File: src/mlc_pkg.sv
package mlc_pkg;
	// count register layout
	localparam int COUNT_WIDTH = 32;
	localparam logic [31:0] COUNT_RESET = 32'h0000_0000;
	// default modulo and thresholds (plain values, software may set others)
	localparam logic [31:0] MODULO_DEFAULT = 32'h0000_03e8;
	localparam logic [31:0] THRESH_A_DEFAULT = 32'h0000_0064;
	localparam logic [31:0] THRESH_B_DEFAULT = 32'h0000_01f4;
	// apb register offsets (byte addresses)
	localparam logic [7:0] OFS_CTRL = 8'h00;
	localparam logic [7:0] OFS_CONFIG = 8'h04;
	localparam logic [7:0] OFS_MODULO = 8'h08;
	localparam logic [7:0] OFS_THRESH_A = 8'h0c;
	localparam logic [7:0] OFS_THRESH_B = 8'h10;
	localparam logic [7:0] OFS_STATUS = 8'h14;
	localparam logic [7:0] OFS_COUNT = 8'h18;
	localparam logic [7:0] OFS_CAPTURE = 8'h1c;
	localparam logic [7:0] OFS_DIAG = 8'h20;
	// control register bit positions
	localparam int CB_EN_ENABLE = 0;
	localparam int CB_EN_SYNC = 1;
	localparam int CB_EN_CAP = 2;
	localparam int CB_EN_COMPARE = 3;
	localparam int CB_ECHO_A = 4;
	localparam int CB_ECHO_B = 5;
	localparam int CB_F_ENABLE = 6;
	localparam int CB_F_SYNC = 7;
	localparam int CB_FORCE_A = 8;
	localparam int CB_FORCE_B = 9;
	localparam int CB_ACK_WRAP = 10;
	localparam int CB_ACK_SYNC = 11;
	localparam int CB_ACK_CAP = 12;
	localparam int CB_HOLD = 13;
	localparam int CTRL_WIDTH = 14;
	localparam logic [13:0] CTRL_RESET = 14'h0000;
	// configuration register bit positions
	localparam int GB_EN_PIN = 0;
	localparam int GB_SYNC_PIN = 1;
	localparam int GB_CAP_PIN = 2;
	localparam int GB_FAST_A = 3;
	localparam int GB_FAST_B = 4;
	localparam int CFG_WIDTH = 5;
	localparam logic [4:0] CFG_RESET = 5'h00;
	// status register bit positions
	localparam int SB_VALID = 0;
	localparam int SB_ERROR = 1;
	localparam int SB_RUN = 2;
	localparam int SB_TH_A = 3;
	localparam int SB_TH_B = 4;
	localparam int SB_WRAP = 5;
	localparam int SB_SYNCED = 6;
	localparam int SB_CAPTURED = 7;
	localparam int SB_FAST_A = 8;
	localparam int SB_FAST_B = 9;
	localparam int SB_PHYS_A = 10;
	localparam int SB_PHYS_B = 11;
	// diagnostic codes
	localparam logic [1:0] DIAG_NONE = 2'h0;
	localparam logic [1:0] DIAG_ORDER = 2'h1;
endpackage

File: src/mlc_counter.sv
// The APB register port and the placing of the registers were chosen for this implementation.
`timescale 1ns/1ps
`default_nettype none
module mlc_counter (
	input wire logic clk_in,
	input wire logic rst_in,
	input wire logic psel_in,
	input wire logic penable_in,
	input wire logic pwrite_in,
	input wire logic [7:0] paddr_in,
	input wire logic [31:0] pwdata_in,
	output logic [31:0] prdata_out,
	output logic pready_out,
	output logic pslverr_out,
	input wire logic count_a_in,
	input wire logic count_b_in,
	input wire logic enable_pin_in,
	input wire logic sync_pin_in,
	input wire logic capture_pin_in,
	output logic fast_pin_a_out,
	output logic fast_pin_b_out,
	output logic threshold_event_out
);
	// two-flop synchronisers for the field pins
	logic [4:0] pin_s1_r;
	logic [4:0] pin_s2_r;
	logic [4:0] pin_d_r;
	always_ff @(posedge clk_in or posedge rst_in) begin
		if (rst_in) begin
			pin_s1_r <= 5'h00;
			pin_s2_r <= 5'h00;
			pin_d_r <= 5'h00;
		end else begin
			pin_s1_r <= {capture_pin_in, sync_pin_in, enable_pin_in, count_b_in, count_a_in};
			pin_s2_r <= pin_s1_r;
			pin_d_r <= pin_s2_r;
		end
	end

	// rising edges of the synchronised pins
	logic [4:0] pin_rise;
	for (genvar gi = 0; gi < 5; gi++) begin : g_pin_edge
		assign pin_rise[gi] = pin_s2_r[gi] && !pin_d_r[gi];
	end

	// registers software writes, plus the status, count, capture and diag values it only reads
	logic [mlc_pkg::CTRL_WIDTH-1:0] ctrl_r;
	logic [mlc_pkg::CFG_WIDTH-1:0] cfg_r;
	logic [31:0] modulo_r;
	logic [31:0] thresh_a_r;
	logic [31:0] thresh_b_r;
	logic [31:0] status_word;
	logic [31:0] count_r;
	logic [31:0] capture_r;
	logic [1:0] diag_r;
	logic wr_en;
	assign wr_en = psel_in && penable_in && pwrite_in;
	assign pready_out = 1'b1;

	// address decode for pslverr, used on both read and write accesses
	function automatic logic addr_known(input logic [7:0] a);
		case (a)
			mlc_pkg::OFS_CTRL, mlc_pkg::OFS_CONFIG, mlc_pkg::OFS_MODULO,
			mlc_pkg::OFS_THRESH_A, mlc_pkg::OFS_THRESH_B, mlc_pkg::OFS_STATUS,
			mlc_pkg::OFS_COUNT, mlc_pkg::OFS_CAPTURE, mlc_pkg::OFS_DIAG: addr_known = 1'b1;
			default: addr_known = 1'b0;
		endcase
	endfunction
	assign pslverr_out = psel_in && penable_in && !addr_known(paddr_in);

	// register writes
	always_ff @(posedge clk_in or posedge rst_in) begin
		if (rst_in) begin
			ctrl_r <= mlc_pkg::CTRL_RESET;
			cfg_r <= mlc_pkg::CFG_RESET;
			modulo_r <= mlc_pkg::MODULO_DEFAULT;
			thresh_a_r <= mlc_pkg::THRESH_A_DEFAULT;
			thresh_b_r <= mlc_pkg::THRESH_B_DEFAULT;
		end else if (wr_en) begin
			case (paddr_in)
				mlc_pkg::OFS_CTRL: begin
					ctrl_r <= pwdata_in[mlc_pkg::CTRL_WIDTH-1:0];
				end
				mlc_pkg::OFS_CONFIG: begin
					cfg_r <= pwdata_in[mlc_pkg::CFG_WIDTH-1:0];
				end
				mlc_pkg::OFS_MODULO: begin
					modulo_r <= pwdata_in;
				end
				mlc_pkg::OFS_THRESH_A: begin
					thresh_a_r <= pwdata_in;
				end
				mlc_pkg::OFS_THRESH_B: begin
					thresh_b_r <= pwdata_in;
				end
				default: ;
			endcase
		end
	end

	// read data registered at the edge that ends the setup phase
	always_ff @(posedge clk_in or posedge rst_in) begin
		if (rst_in) begin
			prdata_out <= 32'h0000_0000;
		end else if (psel_in && !penable_in && !pwrite_in) begin
			case (paddr_in)
				mlc_pkg::OFS_CTRL: begin
					prdata_out <= {18'h0_0000, ctrl_r};
				end
				mlc_pkg::OFS_CONFIG: begin
					prdata_out <= {27'h000_0000, cfg_r};
				end
				mlc_pkg::OFS_MODULO: begin
					prdata_out <= modulo_r;
				end
				mlc_pkg::OFS_THRESH_A: begin
					prdata_out <= thresh_a_r;
				end
				mlc_pkg::OFS_THRESH_B: begin
					prdata_out <= thresh_b_r;
				end
				mlc_pkg::OFS_STATUS: begin
					prdata_out <= status_word;
				end
				mlc_pkg::OFS_COUNT: begin
					prdata_out <= count_r;
				end
				mlc_pkg::OFS_CAPTURE: begin
					prdata_out <= capture_r;
				end
				mlc_pkg::OFS_DIAG: begin
					prdata_out <= {30'h0000_0000, diag_r};
				end
				default: begin
					prdata_out <= 32'h0000_0000;
				end
			endcase
		end
	end

	// acknowledge edge detection, sampled every clock
	logic [2:0] ack_prev_r;
	logic [2:0] ack_rise;
	logic [2:0] ack_now;
	assign ack_now = {ctrl_r[mlc_pkg::CB_ACK_CAP], ctrl_r[mlc_pkg::CB_ACK_SYNC],
		ctrl_r[mlc_pkg::CB_ACK_WRAP]};
	always_ff @(posedge clk_in or posedge rst_in) begin
		if (rst_in) begin
			ack_prev_r <= 3'h0;
		end else begin
			ack_prev_r <= ack_now;
		end
	end
	assign ack_rise = ack_now & ~ack_prev_r;

	// enable, sync and capture conditions
	logic enable_cond;
	logic sync_cond;
	logic sync_cond_d_r;
	logic sync_event;
	logic cap_event;
	logic captured_r;
	assign enable_cond = ctrl_r[mlc_pkg::CB_F_ENABLE]
		|| (cfg_r[mlc_pkg::GB_EN_PIN] ? (ctrl_r[mlc_pkg::CB_EN_ENABLE] && pin_s2_r[2])
		: 1'b1);
	assign sync_cond = ctrl_r[mlc_pkg::CB_F_SYNC]
		|| (cfg_r[mlc_pkg::GB_SYNC_PIN] && ctrl_r[mlc_pkg::CB_EN_SYNC] && pin_s2_r[3]);
	always_ff @(posedge clk_in or posedge rst_in) begin
		if (rst_in) begin
			sync_cond_d_r <= 1'b0;
		end else begin
			sync_cond_d_r <= sync_cond;
		end
	end
	assign sync_event = sync_cond && !sync_cond_d_r;
	assign cap_event = cfg_r[mlc_pkg::GB_CAP_PIN] && ctrl_r[mlc_pkg::CB_EN_CAP]
		&& pin_rise[4] && !captured_r;

	// counting: rising edge on a counts up, on b counts down
	logic run_r;
	logic step_up;
	logic step_dn;
	logic wrap_event;
	assign step_up = run_r && enable_cond && pin_rise[0];
	assign step_dn = run_r && enable_cond && pin_rise[1] && !step_up;
	assign wrap_event = (step_up && count_r >= modulo_r - 32'h0000_0001)
		|| (step_dn && count_r == 32'h0000_0000);
	always_ff @(posedge clk_in or posedge rst_in) begin
		if (rst_in) begin
			count_r <= mlc_pkg::COUNT_RESET;
			run_r <= 1'b0;
		end else if (sync_event) begin
			count_r <= mlc_pkg::COUNT_RESET;
			run_r <= 1'b1; // sync starts the counter
		end else if (step_up) begin
			count_r <= wrap_event ? 32'h0000_0000 : count_r + 32'h0000_0001;
		end else if (step_dn) begin
			count_r <= wrap_event ? modulo_r - 32'h0000_0001 : count_r - 32'h0000_0001;
		end
	end

	// capture register, blocked while flag is pending
	always_ff @(posedge clk_in or posedge rst_in) begin
		if (rst_in) begin
			capture_r <= 32'h0000_0000;
		end else if (cap_event) begin
			capture_r <= count_r;
		end
	end

	// sticky flags: set wins over acknowledge
	logic wrap_r;
	logic synced_r;
	always_ff @(posedge clk_in or posedge rst_in) begin
		if (rst_in) begin
			wrap_r <= 1'b0;
			synced_r <= 1'b0;
			captured_r <= 1'b0;
		end else begin
			wrap_r <= wrap_event || (wrap_r && !ack_rise[0]);
			synced_r <= sync_event || (synced_r && !ack_rise[1]);
			captured_r <= cap_event || (captured_r && !ack_rise[2]);
		end
	end

	// direction of last step, seen in the same cycle as the moved count
	logic step_up_d_r;
	logic step_dn_d_r;
	always_ff @(posedge clk_in or posedge rst_in) begin
		if (rst_in) begin
			step_up_d_r <= 1'b0;
			step_dn_d_r <= 1'b0;
		end else begin
			step_up_d_r <= step_up;
			step_dn_d_r <= step_dn;
		end
	end

	// hysteresis step shared by both threshold bits
	function automatic logic hyst_next(
		input logic cur,
		input logic up,
		input logic dn,
		input logic [31:0] value,
		input logic [31:0] limit
	);
		logic result;
		result = cur;
		if (up && $signed(value) >= $signed(limit)) begin
			result = 1'b1;
		end else if (dn && $signed(value) <= $signed(limit)) begin
			result = 1'b0;
		end
		return result;
	endfunction

	// threshold bits with direction hysteresis
	logic th_a_r;
	logic th_b_r;
	logic [31:0] count_next;
	logic cmp_on;
	logic hold;
	assign cmp_on = ctrl_r[mlc_pkg::CB_EN_COMPARE];
	assign hold = ctrl_r[mlc_pkg::CB_HOLD];
	assign count_next = count_r;
	always_ff @(posedge clk_in or posedge rst_in) begin
		if (rst_in) begin
			th_a_r <= 1'b0;
			th_b_r <= 1'b0;
		end else if (!cmp_on) begin
			th_a_r <= 1'b0;
			th_b_r <= 1'b0;
		end else begin
			th_a_r <= hyst_next(th_a_r, step_up_d_r, step_dn_d_r,
				count_next, thresh_a_r);
			th_b_r <= hyst_next(th_b_r, step_up_d_r, step_dn_d_r,
				count_next, thresh_b_r);
		end
	end

	// fast outputs: a high between the thresholds, b high from threshold b up
	logic fast_a;
	logic fast_b;
	logic th_a_d_r;
	logic th_b_d_r;
	assign fast_a = cmp_on && th_a_r && !th_b_r;
	assign fast_b = cmp_on && th_b_r;
	always_ff @(posedge clk_in or posedge rst_in) begin
		if (rst_in) begin
			th_a_d_r <= 1'b0;
			th_b_d_r <= 1'b0;
			threshold_event_out <= 1'b0;
		end else begin
			th_a_d_r <= th_a_r;
			th_b_d_r <= th_b_r;
			threshold_event_out <= cmp_on && !hold
				&& ((th_a_r != th_a_d_r) || (th_b_r != th_b_d_r));
		end
	end

	// physical lines: force over echo, frozen while held
	logic line_a_nxt;
	logic line_b_nxt;
	// a line follows its fast output only when configured
	function automatic logic line_drive(
		input logic configured,
		input logic force_on,
		input logic echo_on,
		input logic fast_state
	);
		return configured && (force_on || (echo_on && fast_state));
	endfunction
	always_comb begin
		line_a_nxt = line_drive(cfg_r[mlc_pkg::GB_FAST_A], ctrl_r[mlc_pkg::CB_FORCE_A],
			ctrl_r[mlc_pkg::CB_ECHO_A], fast_a);
		line_b_nxt = line_drive(cfg_r[mlc_pkg::GB_FAST_B], ctrl_r[mlc_pkg::CB_FORCE_B],
			ctrl_r[mlc_pkg::CB_ECHO_B], fast_b);
	end
	always_ff @(posedge clk_in or posedge rst_in) begin
		if (rst_in) begin
			fast_pin_a_out <= 1'b0;
			fast_pin_b_out <= 1'b0;
		end else if (!hold) begin
			fast_pin_a_out <= line_a_nxt;
			fast_pin_b_out <= line_b_nxt;
		end
	end

	// order check on threshold and modulo settings, reported as an error
	logic order_bad;
	assign order_bad = !($signed(thresh_a_r) > 0
		&& $signed(thresh_a_r) < $signed(thresh_b_r)
		&& $signed(thresh_b_r) < $signed(modulo_r - 32'h0000_0001));
	always_ff @(posedge clk_in or posedge rst_in) begin
		if (rst_in) begin
			diag_r <= mlc_pkg::DIAG_NONE;
		end else begin
			diag_r <= order_bad ? mlc_pkg::DIAG_ORDER : mlc_pkg::DIAG_NONE;
		end
	end

	// status word: count is signed 32 bit in its own register
	always_comb begin
		status_word = 32'h0000_0000;
		status_word[mlc_pkg::SB_ERROR] = (diag_r != mlc_pkg::DIAG_NONE);
		status_word[mlc_pkg::SB_VALID] = (diag_r == mlc_pkg::DIAG_NONE);
		status_word[mlc_pkg::SB_RUN] = run_r && enable_cond;
		status_word[mlc_pkg::SB_TH_A] = th_a_r;
		status_word[mlc_pkg::SB_TH_B] = th_b_r;
		status_word[mlc_pkg::SB_WRAP] = wrap_r;
		status_word[mlc_pkg::SB_SYNCED] = synced_r;
		status_word[mlc_pkg::SB_CAPTURED] = captured_r;
		status_word[mlc_pkg::SB_FAST_A] = fast_a;
		status_word[mlc_pkg::SB_FAST_B] = fast_b;
		status_word[mlc_pkg::SB_PHYS_A] = cfg_r[mlc_pkg::GB_FAST_A] && fast_pin_a_out;
		status_word[mlc_pkg::SB_PHYS_B] = cfg_r[mlc_pkg::GB_FAST_B] && fast_pin_b_out;
	end
	// count register read as signed value
endmodule
`default_nettype wire

File: config.mk
export PLATFORM = sky130hd
export DESIGN_NAME = mlc_counter
export DESIGN_NICKNAME = d
export VERILOG_FILES = /design/src/mlc_pkg.sv /design/src/mlc_counter.sv
export SDC_FILE = /design/constraint.sdc
export NUM_CORES = 1
export LEC_CHECK = 0
export CAP_MARGIN = 20
export CELL_PAD_IN_SITES_DETAIL_PLACEMENT = 0
export CELL_PAD_IN_SITES_GLOBAL_PLACEMENT = 1
export CORE_MARGIN = 10
export CORE_UTILIZATION = 55
export DETAILED_ROUTE_END_ITERATION = 7
export DONT_BUFFER_PORTS = 1
export HOLD_SLACK_MARGIN = 0.06
export PLACE_DENSITY = 0.84
export SLEW_MARGIN = 20
export SYNTH_ARGS = -nofsm -noshare
export SYNTH_HDL_FRONTEND = slang
export SYNTH_SLANG_ARGS = --single-unit
export TNS_END_PERCENT = 30
File: constraint.sdc
create_clock -name clk_in -period 11.7 [get_ports clk_in]
set_input_delay 0.585 -clock clk_in [delete_from_list [all_inputs] [get_ports clk_in]]
set_output_delay 0.585 -clock clk_in [all_outputs]
set_load 0.01 [all_outputs]
## Yosys cells after proc, flatten, opt, wreduce, memory -nomap -nowiden

Cells that the tools add are included.
Widths: inputs -> output; s select.

| cells by class | value |
|---|---|
| add/sub/neg operators | 3 |
| order comparisons | 8 |
| eq/ne operators | 12 |
| muxes and demuxes | 15 |
| bitwise gates (word level) | 2 |
| reductions and logical operators | 75 |

Operators with widths:

| operator | number |
|---|---|
| $pmux 32 s9 | 1 |
| $mux 32 | 5 |
| $ge 32x32->1 | 3 |
| $le 32x32->1 | 2 |
| $lt 32x32->1 | 2 |
| $sub 32x1->32 const B | 2 |
| $logic_and 1x1->1 | 41 |
| $add 32x1->32 const B | 1 |
| $eq 8x5->1 const B | 4 |
| $gt 32x1->1 const B | 1 |
| $logic_not 32->1 | 1 |
| $eq 8x4->1 const B | 2 |
| $logic_not 1->1 | 14 |
| $reduce_and 2->1 | 5 |
| $logic_or 1x1->1 | 9 |
| $mux 1 | 9 |
| $reduce_or 9->1 | 1 |
| $eq 8x3->1 const B | 1 |
| $eq 8x6->1 const B | 1 |
| $logic_not 8->1 | 1 |
| $ne 3x1->1 const B | 2 |
| $and 3x3->3 | 1 |
| $not 3->3 | 1 |
| $reduce_bool 3->1 | 1 |
| other kinds (3) | 4 |

| storage, ports and cells | value |
|---|---|
| bits in registers | 244 |
| input bits | 50 |
| output and inout port bits | 37 |
| logic and storage cells | 142 |

## Logic depth before layout (Yosys ltp)

Gate-level depths: netlist (run 1).

| depth | value |
|---|---|
| depth in word-level cells | 13 |
| gate-level depth with buffers | 20 |
| mapped depth without buffers | 17 |

## Worst setup path after synthesis (run 1)

No wires, ideal clock.

| timing path | value |
|---|---|
| path kind | register -> register |
| start point | register modulo_r[17] |
| end point | register count_r[21], in the netlist count_next[21] |
| arrival | 4.569 ns |
| data required time | 11.631 ns |
| setup slack | 7.062 ns |
| cell stages (with the launch flop) | 17 |
| clock period less this slack | 4.638 ns |
| cell sequence | dfrtp_1 -> buf_6 -> or4_4 -> or3_1 -> or3_1 -> nor4_1 -> xnor2_1 -> ha_1 -> and2_1 -> a221o_1 -> a211o_1 -> a211oi_1 -> a211oi_2 -> buf_6 -> or2_1 -> or4_1 -> nand3_1 |

| on the way | value |
|---|---|
| cells in the longest elaborated chain, start to end | 8 |
| elaborated cells between the ends (all ways) | 9 |
| those cells by class | add/sub (1); order compare (1); mux (5); reduce/logical (2) |

RTL lines:

| element | line | RTL |
|---|---|---|
| start: declaration | mlc_counter.sv:49 | `logic [31:0] modulo_r;` |
| start signal: assignment | mlc_counter.sv:76 | `modulo_r <= mlc_pkg::MODULO_DEFAULT;` |
| start signal: assignment | mlc_counter.sv:88 | `modulo_r <= pwdata_in;` |
| $sub 32x1->32 (*) | mlc_counter.sv:186, mlc_counter.sv:198 |  |
| $ge 32x32->1 | mlc_counter.sv:186 | `assign wrap_event = (step_up && count_r >= modulo_r - 32'h0000_0001)` |
| $logic_and 1x1->1 | mlc_counter.sv:186 |  |
| $logic_or 1x1->1 | mlc_counter.sv:187 | `\|\| (step_dn && count_r == 32'h0000_0000);` |
| $mux 32 | mlc_counter.sv:198 | `count_r <= wrap_event ? modulo_r - 32'h0000_0001 : count_r - 32'h0000_0001;` |
| $mux 32 | mlc_counter.sv:197 | `end else if (step_dn) begin` |
| $mux 32 (*) | mlc_counter.sv:195 | `end else if (step_up) begin` |
| $mux 32 (*) | mlc_counter.sv:192 | `end else if (sync_event) begin` |
| end signal: assignment | mlc_counter.sv:193 | `count_r <= mlc_pkg::COUNT_RESET;` |
| end signal: assignment | mlc_counter.sv:196 | `count_r <= wrap_event ? 32'h0000_0000 : count_r + 32'h0000_0001;` |
| end signal: assignment | mlc_counter.sv:198 |  |
| end: declaration | mlc_counter.sv:53 | `logic [31:0] count_r;` |

Every way passes the cells marked *; elsewhere a longest branch is shown, timed or not. The select of a mux whose other input is x is not followed.
A chain may end at the register's enable or synchronous reset.

## Worst setup path after layout (run 1)

Same ends and word-level chain as after synthesis.

==> impl_metrics.yaml, run 1 <==
status:
  status: "complete, no violations"
setup_path:
  crit_required_ns: 12.18
  path_common_cell: "or3_1"
  path_cells: "or4_4, or3_1, or3_1, nor4_1, xnor2_1, ha_1, and2_1, a221o_1, a211o_1, a211oi_1, a211oi_2, buf_4, or2_1, or4_1, nand3_1"
  r2r_slack_ns: 6.34
  reg2reg_depth: 15
  slowest_delay_ns: 0.58
  r2r-end: "count_next[21]"
  cp.arrival_ns: 5.84
  critical_path_class: "flip-flop to flip-flop"
  cp-start-kind: "flip-flop"
  reg2reg_from: "modulo_r[17]"
  crit_fanout: 20
  critPathCaptureType: "flip-flop"
  crit_slowest_cell: "or4_4"
synthesis:
  ys_top_cells_by_area: "dfrtp_1 35%, ha_1 12%, mux2_2 9.8%"
  syn_inst: 1622
  syn_area_per_cell_sq_um: 9.89
  syn-num-nets: 1829
  synth-edff-count: 0
  synth-seq-area-share_pct: 37.9
  ys.flop_type: "dfrtp_1"
  synth-seq-cells: 242
  yosys.area.top_type: "dfrtp_1"
  synth_top_cell_area_share_pct: 35.4
  ys_async_sr_fraction_pct: 100
  yosys_warnings: 0
  netlist_area_sq_um: 16000
  synth.distinct_cells: 83
detailed_routing:
  drcViolationCount: 0
  via_per_inst: 6.79
  dr.pass1.iters: 8
  routed-via-count: 13500
  wirelength_mm: 53.0
  wl_per_cell_um: 26.6
  drtIter0Drc: 1534
  drtAntennaViolNets: 0
sta:
  grt_setup_unrepaired: "false"
  finalSetupTns_ns: 0
  max_freq_ghz: 0.187
  drv_slew: 0
  finalSetupViolCount: 0
  max_slew_margin_pct: 24.8
  fin_crit_sh_pct: 45.8
  fin_crit_ns: 5.36
  tightest_slew_ns: 1.12
  skew_ns: 0.0165
  hold_violations: 0
final_layout:
  drive_gt1_share_pct: 15.8
  syn2layout_area_growth_pct: 8.17
  n_antenna_cell: 0
  postLayoutCellArea_sq_um: 17300
  nFillCells: 2420
  fin_nets: 1794
floorplan:
  die_x_um: 191
  initial_core_util_pct: 55.9
  coreArea_sq_um: 28700
  rows: 62
  die_area_sq_um: 36400
  die_h_um: 191
  io_pins: 87
placement:
  place_congestion: 0.970
  place_hpwl_mm: 38.4
  portBuffers: 0
  dpl_cell_area_sq_um: 16300
grt:
  use_met2_pct: 43.6
  first_global_vias: 13100
  grt_first_pass_wirelength_mm: 81.4
  track_usage_pct: 28.8
  antenna_found_initial: 1
  grtUsageMet1_pct: 41.9
  grt_max_degree: 113
  use_met3_pct: 4.90
  busiest_layer: "met2"
  grt_overflow: 0
min_path:
  whs_endpoint: "thresh_a_r[12]"
  hold_class: "input port to flip-flop"
  min_path_cells: 1
  min_from: "pwdata_in[12]"
clock_tree:
  cts_sinks: 242
  cts.clk_slew.worst_paths_ns: 0.07
  cts_resized: 0
  cts_buffers: 28
  cts_root_buf: "clkbuf_16"
  cts_tree: "yes"
  clock_latency_ns: 0.57
  clockBufferDepth: 3
  cts_max_level: 1
power_and_ir_drop:
  p_per_area_nw_per_um2: 174
  p_leak_nw: 8.01
  ir_drop_v: 0.000128
flow_run:
  cap_violations: 0
## cell type report
type,count,area (sq um),share of cell area (%)
repair buffers,27,218,1.25
clock buffers,35,757,4.36
flip-flops and latches,242,6070,35.0
well taps,384,480,2.77
inverters,82,315,1.82
clock inverters,15,205,1.18
multi-input cells,1206,9300,53.6
## report_power, final
group          switching [W]  internal, W
sequential          0.000225     0.000907
combinational       0.000555     0.000402
clock               0.000374     0.000548
total                0.00115      0.00186
## logic make-up (layout without fill, tap and decap cells)
group                      Yosys count  after routing  synth area share [%]
xor gates and xnor gates            63             63                  3.57
buffers and inverters              174            159                  4.24
AOI/OAI and AO/OA                  401            401                  17.5
and+or+nand+nor                    440            440                  14.5
adders and majority gates          157            157                  12.2
muxes                              144            144                  10.1
other                                1              1                0.0234
DFF                                242            242                  37.9
## sequential cells by signal (all words and copies together), names as in the netlist, 14 cells and up
| register | flops |
|---|---|
| prdata_out | 32 |
| thresh_a_r | 32 |
| thresh_b_r | 32 |
| capture_r | 32 |
| count_next | 32 |
| ctrl_r | 14 |
| modulo_r | 32 |
## cells in the mapped netlist, drive strengths merged, types with 24 or more instances
cell type and number:
a31oi 45, a21o 36, nor2 100, ha 157
xnor2 36, clkbuf 70, nand4 30, dfrtp 227
o21ai 84, a21oi 55, mux2 139, nand2 87
xor2 26, nand3 41, inv 82, nor3 43
nor4 37, a222oi 24
## cells in the final DEF (no fill, tap or decap), types with 7 or more instances in the layout
master,count
nand4_1,29
nor4_1,33
a21oi_1,55
a22oi_1,22
buf_4,21
xor2_1,26
xnor2_1,35
and3_1,12
clkbuf_16,28
dfstp_2,15
o21ai_0,76
a221oi_1,23
a21o_1,36
nor2b_1,11
nand2b_1,21
dfrtp_1,227
or3_1,12
a31oi_1,45
o21ai_1,7
o21a_1,11
nand2_1,87
or4_1,11
a22o_1,16
mux2_2,139
nor3_1,40
a211oi_1,9
o211ai_1,15
ha_1,157
nand3_1,41
nor2_1,97
inv_1,81
a222oi_1,24
## timing repair
item                                   in CTS  in global routing
hold buffers                                6                  0
buffers inserted                            0                  0
endpoints found under the hold margin      22                  0
## per-layer routing
layer / routed length [um] / vias up
li1: - / 6034
met1: 23400 / 6754
met2: 23500 / 648
met3: 4910 / 82
met4: 1160 / 0
met5: 0 / -
## metrics by stage
stage | hold slack (ns) | total power, W | std cells | setup slack, ns | util (%)
3_5_place_dp | 0.335 | 0.00208 | 1935 | 6.45 | 56.9
3_3_place_gp | 0.334 | 0.00206 | 1935 | 6.55 | 56.9
4_1_cts | 0.150 | 0.00300 | 1991 | 6.40 | 60.4
6_report | 0.162 | 0.00301 | 1991 | 6.34 | 60.4
2_1_floorplan | 0.331 | 0.00176 | 1622 | 4.50 | -
5_1_grt | 0.157 | 0.00318 | 1991 | 6.06 | 60.4
## critical path, delay by kind of cell (launching register included)
kind                       cells  cell delay (ns)
adders and majority gates      1             0.31
xor gates and xnor gates       1             0.24
DFF                            1             0.48
AOI/OAI and AO/OA              4             1.10
and+or+nand+nor                8             2.91
buffers and inverters          1             0.23
## worst max path at each step
stage               slack, ns              to          from  cells past startpoint
finish                   6.34  count_next[21]  modulo_r[17]                     15
global route             6.06  count_next[21]  modulo_r[17]                     15
CTS                      6.40  count_next[21]  modulo_r[17]                     15
detailed placement       6.45  count_next[21]  modulo_r[17]                     15
global placement         6.55  count_next[21]  modulo_r[17]                     15
floorplan                4.50   ack_prev_r[0]        rst_in                      1
Power figures use the tool's default switching activity.
==> run 2, diff against run 1 <==
Settings changed: CORE_UTILIZATION 55 to 51, PLACE_DENSITY 0.84 to 0.79.
Clock period 11.7 ns to 5.1 ns, I/O delays scaled along.
==> run 2 against run 1 <==
Effect of this change: via count rose by 1.5%; worst hold slack improved by 0.078 ns; combinational power rose to 2.6 times the previous value; fmax rose by 8.9%; die area is 7.0% higher; design area grew 3.7%; first-iteration DRC count up 0.26%; clock power rose by 130%; worst setup slack got worse by 6.2 ns; clock skew shrank 0.0033 ns; sequential power grew 120%; critical endpoint unchanged; largest cell class unchanged; highest routed layer unchanged.
==> impl_metrics.yaml, run 2 (synthesis gave the netlist of run 1 again) <==
status:
  status: "complete, no violations"
sta:
  finalSetupViolCount: 0
  hold_ws_ns: 0.240
  fin_crit_ns: 4.92
  skew_ns: 0.0132
  max_slew_margin_pct: 30.8
  hold_violations: 0
  tightest_slew_ns: 1.03
  max_freq_ghz: 0.203
  fin_crit_sh_pct: 96.5
  drv_slew: 0
grt:
  first_global_vias: 13400
  track_usage_pct: 27.6
  grt_first_pass_wirelength_mm: 83.9
  antenna_found_initial: 0
  grt_overflow: 0
  grt_max_degree: 137
detailed_routing:
  highest_layer: "met4"
  drcViolationCount: 0
  via_per_inst: 6.63
  wirelength_mm: 54.0
  dr.pass1.iters: 5
  wl_met1_mm: 24.8
  route.met3.wl_mm: 4.28
  dr_wl_met2_mm: 23.8
  drtIter0Drc: 1538
  routed-via-count: 13700
  drtAntennaViolNets: 0
  wl_per_cell_um: 26.1
clock_tree:
  cts_root_buf: "clkbuf_16"
  cts_max_level: 1
  clock_latency_ns: 0.56
  cts_buffers: 28
  cts.clk_slew.worst_paths_ns: 0.07
  cts_sinks: 242
  cts_tree: "yes"
  clockBufferDepth: 3
final_layout:
  n_antenna_cell: 0
  layout_common_cells: "227 x dfrtp_1, 157 x ha_1, 139 x mux2_2"
  syn2layout_area_growth_pct: 12.1
  drive_gt1_share_pct: 17.6
  postLayoutCellArea_sq_um: 18000
  layout_commonest_cell: "dfrtp_1"
  nFillCells: 2626
  finalNonFillerCells: 2069
  fin_nets: 1858
  seq_area_sq_um: 6070
  multiInputGateArea_sq_um: 9330
setup_path:
  path_cells: "or4_4, or3_1, or3_4, nor4_2, xnor2_1, ha_1, and2_1, a221o_1, a211o_1, a211oi_1, a211oi_2, buf_4, or2_4, or4_1, nand3_1"
  cp-start-kind: "flip-flop"
  slowest_delay_ns: 0.54
  crit_required_ns: 5.59
  cp.arrival_ns: 5.41
  crit_family: "simple AND/OR/NAND/NOR gates"
  path_buf_inv: 1
  crit_fanout: 18
  crit_slowest_cell: "or4_4"
  critical_path_class: "flip-flop to flip-flop"
  critPathCaptureType: "flip-flop"
floorplan:
  initial_core_util_pct: 52.0
  io_pins: 87
  coreArea_sq_um: 30800
  die_h_um: 197
  die_area_sq_um: 38900
  rows: 64
  die_x_um: 197
placement:
  dp.cells: 1979
  dpl_cell_area_sq_um: 16600
  place_hpwl_mm: 39.6
  place_congestion: 0.931
  portBuffers: 0
power_and_ir_drop:
  ir_drop_v: 0.000276
  p_per_area_nw_per_um2: 393
  power_w: 0.00707
  p_leak_nw: 8.33
flow_run:
  cap_violations: 0
min_path:
  hold_class: "input port to flip-flop"
run 2: changes by cell type in the layout (fill, tap and decap cells not counted), sizes merged:
cell         delta
buf            +32
bufinv          -1
clkbuf          +3
clkinv          -1
clkinvlp        +1
dlygate4sd3    +32
run 2: through the flow:
step           TNS (ns)  utilization [%]  setup WS [ns]
3_3_place_gp          0             53.8          0.235
3_5_place_dp          0             53.8          0.143
2_1_floorplan         0                -          0.462
4_1_cts               0             58.2         0.0958
5_1_grt        -0.00451             58.3       -0.00451
6_report              0             58.3          0.179
run 2: layer usage:
layer,vias up,global-route usage (%)
met5,-,0
met4,0,6.32
met3,99,3.54
met2,590,42.2
met1,6852,40.7
li1,6183,-
run 2: power by group:
| part | total [W] | switching [W] | internal, W |
|---|---|---|---|
| Clock | 0.00214 | 0.000868 | 0.00127 |
| Sequential | 0.00243 | 0.000346 | 0.00209 |
| Combinational | 0.00250 | 0.00149 | 0.00101 |
run 2: path summary, 6_finish.rpt:
check | from | to | slack, ns | depth (start not counted)
setup / recovery | modulo_r[16] | count_next[21] | 0.18 | 15
hold / removal | paddr_in[6] | prdata_out[0] | 0.24 | 5
setup reg to reg | modulo_r[16] | count_next[21] | 0.18 | 15
hold reg to reg | pin_s1_r[3] | pin_s2_r[3] | 0.35 | 0
max in group asynchronous | rst_in | thresh_b_r[24] | 3.59 | 3
min in group asynchronous | rst_in | prdata_out[9] | 0.33 | 2
run 2: worst reg2reg max path, stage by stage (launching register included):
cell	delay, ns
dfrtp_1	0.45
or4_4	0.54
or3_1	0.41
or3_4	0.38
nor4_2	0.19
xnor2_1	0.18
ha_1	0.27
and2_1	0.17
a221o_1	0.39
a211o_1	0.31
a211oi_1	0.26
a211oi_2	0.15
buf_4	0.24
or2_4	0.31
or4_1	0.51
nand3_1	0.10
run 2: layout make-up:
cell class / count / area share (%)
clock inverters: 14 / 0.967
repair buffers: 91 / 4.40
clock buffers: 38 / 4.50
flip-flops and latches: 242 / 33.8
well taps: 396 / 2.75
inverters: 82 / 1.73
multi-input cells: 1206 / 51.9
run 2: what timing repair did:
action	4_1_cts	5_1_grt
hold endpoints to repair	147	0
gates resized for setup	0	7
buffers inserted	0	0
hold buffers	38	0
setup endpoints to repair	0	14
==> run 3, diff against run 2 <==
==> constraint.sdc (replaced) <==
create_clock -name clk_in -period 5.1 [get_ports clk_in]
set_input_delay 1.02 -clock clk_in [delete_from_list [all_inputs] [get_ports clk_in]]
set_output_delay 1.02 -clock clk_in [all_outputs]
set_load 0.01 [all_outputs]
==> run 3 against run 2 <==
Effect of this change: first-iteration DRC count shrank 4.6%; final cell count shrank 1.9%; die area is the same; critical path type unchanged; worst hold slack gained 0.10 ns; combinational power shrank 4%; design area shrank 2.3%; core utilization shrank 1.4 points; fmax shrank 0.12%; wire length shrank 1.2%; clock power shrank 3%; largest power group is now registers.
==> impl_metrics.yaml, run 3 (synthesis gave the netlist of run 1 again) <==
detailed_routing:
  wl_per_cell_um: 26.3
  dr.pass1.iters: 6
  drtIter0Drc: 1468
  wirelength_mm: 53.4
  drtAntennaViolNets: 0
  drcViolationCount: 0
  routed-via-count: 13700
  via_per_inst: 6.74
clock_tree:
  cts_tree: "yes"
  cts_buffers: 28
  cts_max_level: 1
  cts_hold_buf: 0
  cts_root_buf: "clkbuf_16"
  clockBufferDepth: 3
  cts.clk_slew.worst_paths_ns: 0.06
  clock_latency_ns: 0.56
  cts_sinks: 242
grt:
  track_usage_pct: 27.2
  first_global_vias: 13300
  grt_overflow: 0
  antenna_found_initial: 0
  grt_first_pass_wirelength_mm: 82.2
  grt_max_degree: 106
min_path:
  hold_class: "flip-flop to flip-flop"
  min_from: "pin_s1_r[4]"
  min_path_cells: 0
  whs_endpoint: "pin_s2_r[4]"
power_and_ir_drop:
  p_per_area_nw_per_um2: 395
  power_w: 0.00695
  p_leak_nw: 8.15
  ir_drop_v: 0.000321
final_layout:
  layout_commonest_cell: "dfrtp_1"
  post-route-util_pct: 57.0
  drive_gt1_share_pct: 17.5
  n_antenna_cell: 0
  syn2layout_area_growth_pct: 9.54
  layout_common_cells: "227 x dfrtp_1, 157 x ha_1, 139 x mux2_2"
  fin_nets: 1819
  finalNonFillerCells: 2030
  postLayoutCellArea_sq_um: 17600
setup_path:
  r2r-end: "count_next[21]"
  cp-start-kind: "flip-flop"
  crit_fanout: 20
  reg2reg_from: "modulo_r[16]"
  crit_required_ns: 5.58
  critPathCaptureType: "flip-flop"
  critical_path_class: "flip-flop to flip-flop"
  r2r_slack_ns: 0.17
  cp.arrival_ns: 5.40
  reg2reg_depth: 15
sta:
  skew_ns: 0.0233
  finalSetupViolCount: 0
  max_slew_margin_pct: 33.8
  hold_violations: 0
  max_freq_ghz: 0.203
  fin_crit_sh_pct: 96.6
  fin_crit_ns: 4.93
  tightest_slew_ns: 0.989
  drv_slew: 0
  finalSetupTns_ns: 0
floorplan:
  io_pins: 87
  die_area_sq_um: 38900
  die_x_um: 197
  rows: 64
  coreArea_sq_um: 30800
  die_h_um: 197
  initial_core_util_pct: 52.0
placement:
  dpl_cell_area_sq_um: 16600
  portBuffers: 0
  dp.cells: 1978
  place_hpwl_mm: 39.3
  place_congestion: 0.938
status:
  status: "complete, no violations"
flow_run:
  cap_violations: 0
run 3: area by class of cell:
cell class                      instances  area (sq um)
Clock buffer                           42           805
Clock inverter                         10           135
Fill cell                            2690         13300
Inverter                               82           312
Multi-Input combinational cell       1206          9330
Sequential cell                       242          6070
Tap cell                              396           495
Timing Repair Buffer                   52           415
run 3: worst max-delay path, cell delays in order (launching register included):
cell and delay [ns]:
dfrtp_1 0.44, or4_4 0.53, or3_1 0.40, or3_1 0.40, nor4_2 0.20, xnor2_1 0.20
ha_1 0.29, and2_1 0.18, a221o_1 0.39, a211o_1 0.31, a211oi_1 0.27, a211oi_2 0.11
buf_4 0.24, or2_4 0.31, or4_1 0.50, nand3_1 0.10
run 3: repair_timing:
action | in CTS | in global routing
resized for setup | 0 | 7
setup endpoints to repair | 0 | 10
buffers inserted | 0 | 0
endpoints found under the hold margin | 0 | 0
run 3: worst max-delay path by stage:
stage / startpoint / end / slack (ns) / cells after the start
5_1_grt: modulo_r[16] / count_next[21] / -0.04 / 15
4_1_cts: modulo_r[16] / count_next[21] / 0.15 / 15
3_3_place_gp: modulo_r[16] / count_next[21] / 0.25 / 15
6_report: modulo_r[16] / count_next[21] / 0.17 / 15
3_5_place_dp: modulo_r[16] / count_next[21] / 0.18 / 15
2_1_floorplan: modulo_r[17] / count_next[21] / 0.46 / 16
run 3: where the power goes:
part | leakage [nW] | internal [W] | total, W | switching [W]
sequential | 3.19 | 0.00208 | 0.00249 | 0.000405
clock | 0.458 | 0.00124 | 0.00207 | 0.000830
combinational | 4.50 | 0.000967 | 0.00239 | 0.00142
run 3: metal layers:
metal / routed length [um] / share of wire (%) / GRT usage, % / vias to the layer above
met1: 23300 / 44 / 38.4 / 6835
met4: 1450 / 2.7 / 7.46 / 0
met5: 0 / 0 / 0 / -
li1: - / - / - / 6094
met3: 5400 / 10 / 6.01 / 99
met2: 23300 / 44 / 41.1 / 655
run 3: per-stage QoR:
step,hold WS [ns],worst slack (ns)
CTS,0.346,0.153
global route,0.349,-0.0399
global placement,0.333,0.252
floorplan,0.331,0.462
detailed placement,0.336,0.175
finish,0.344,0.174
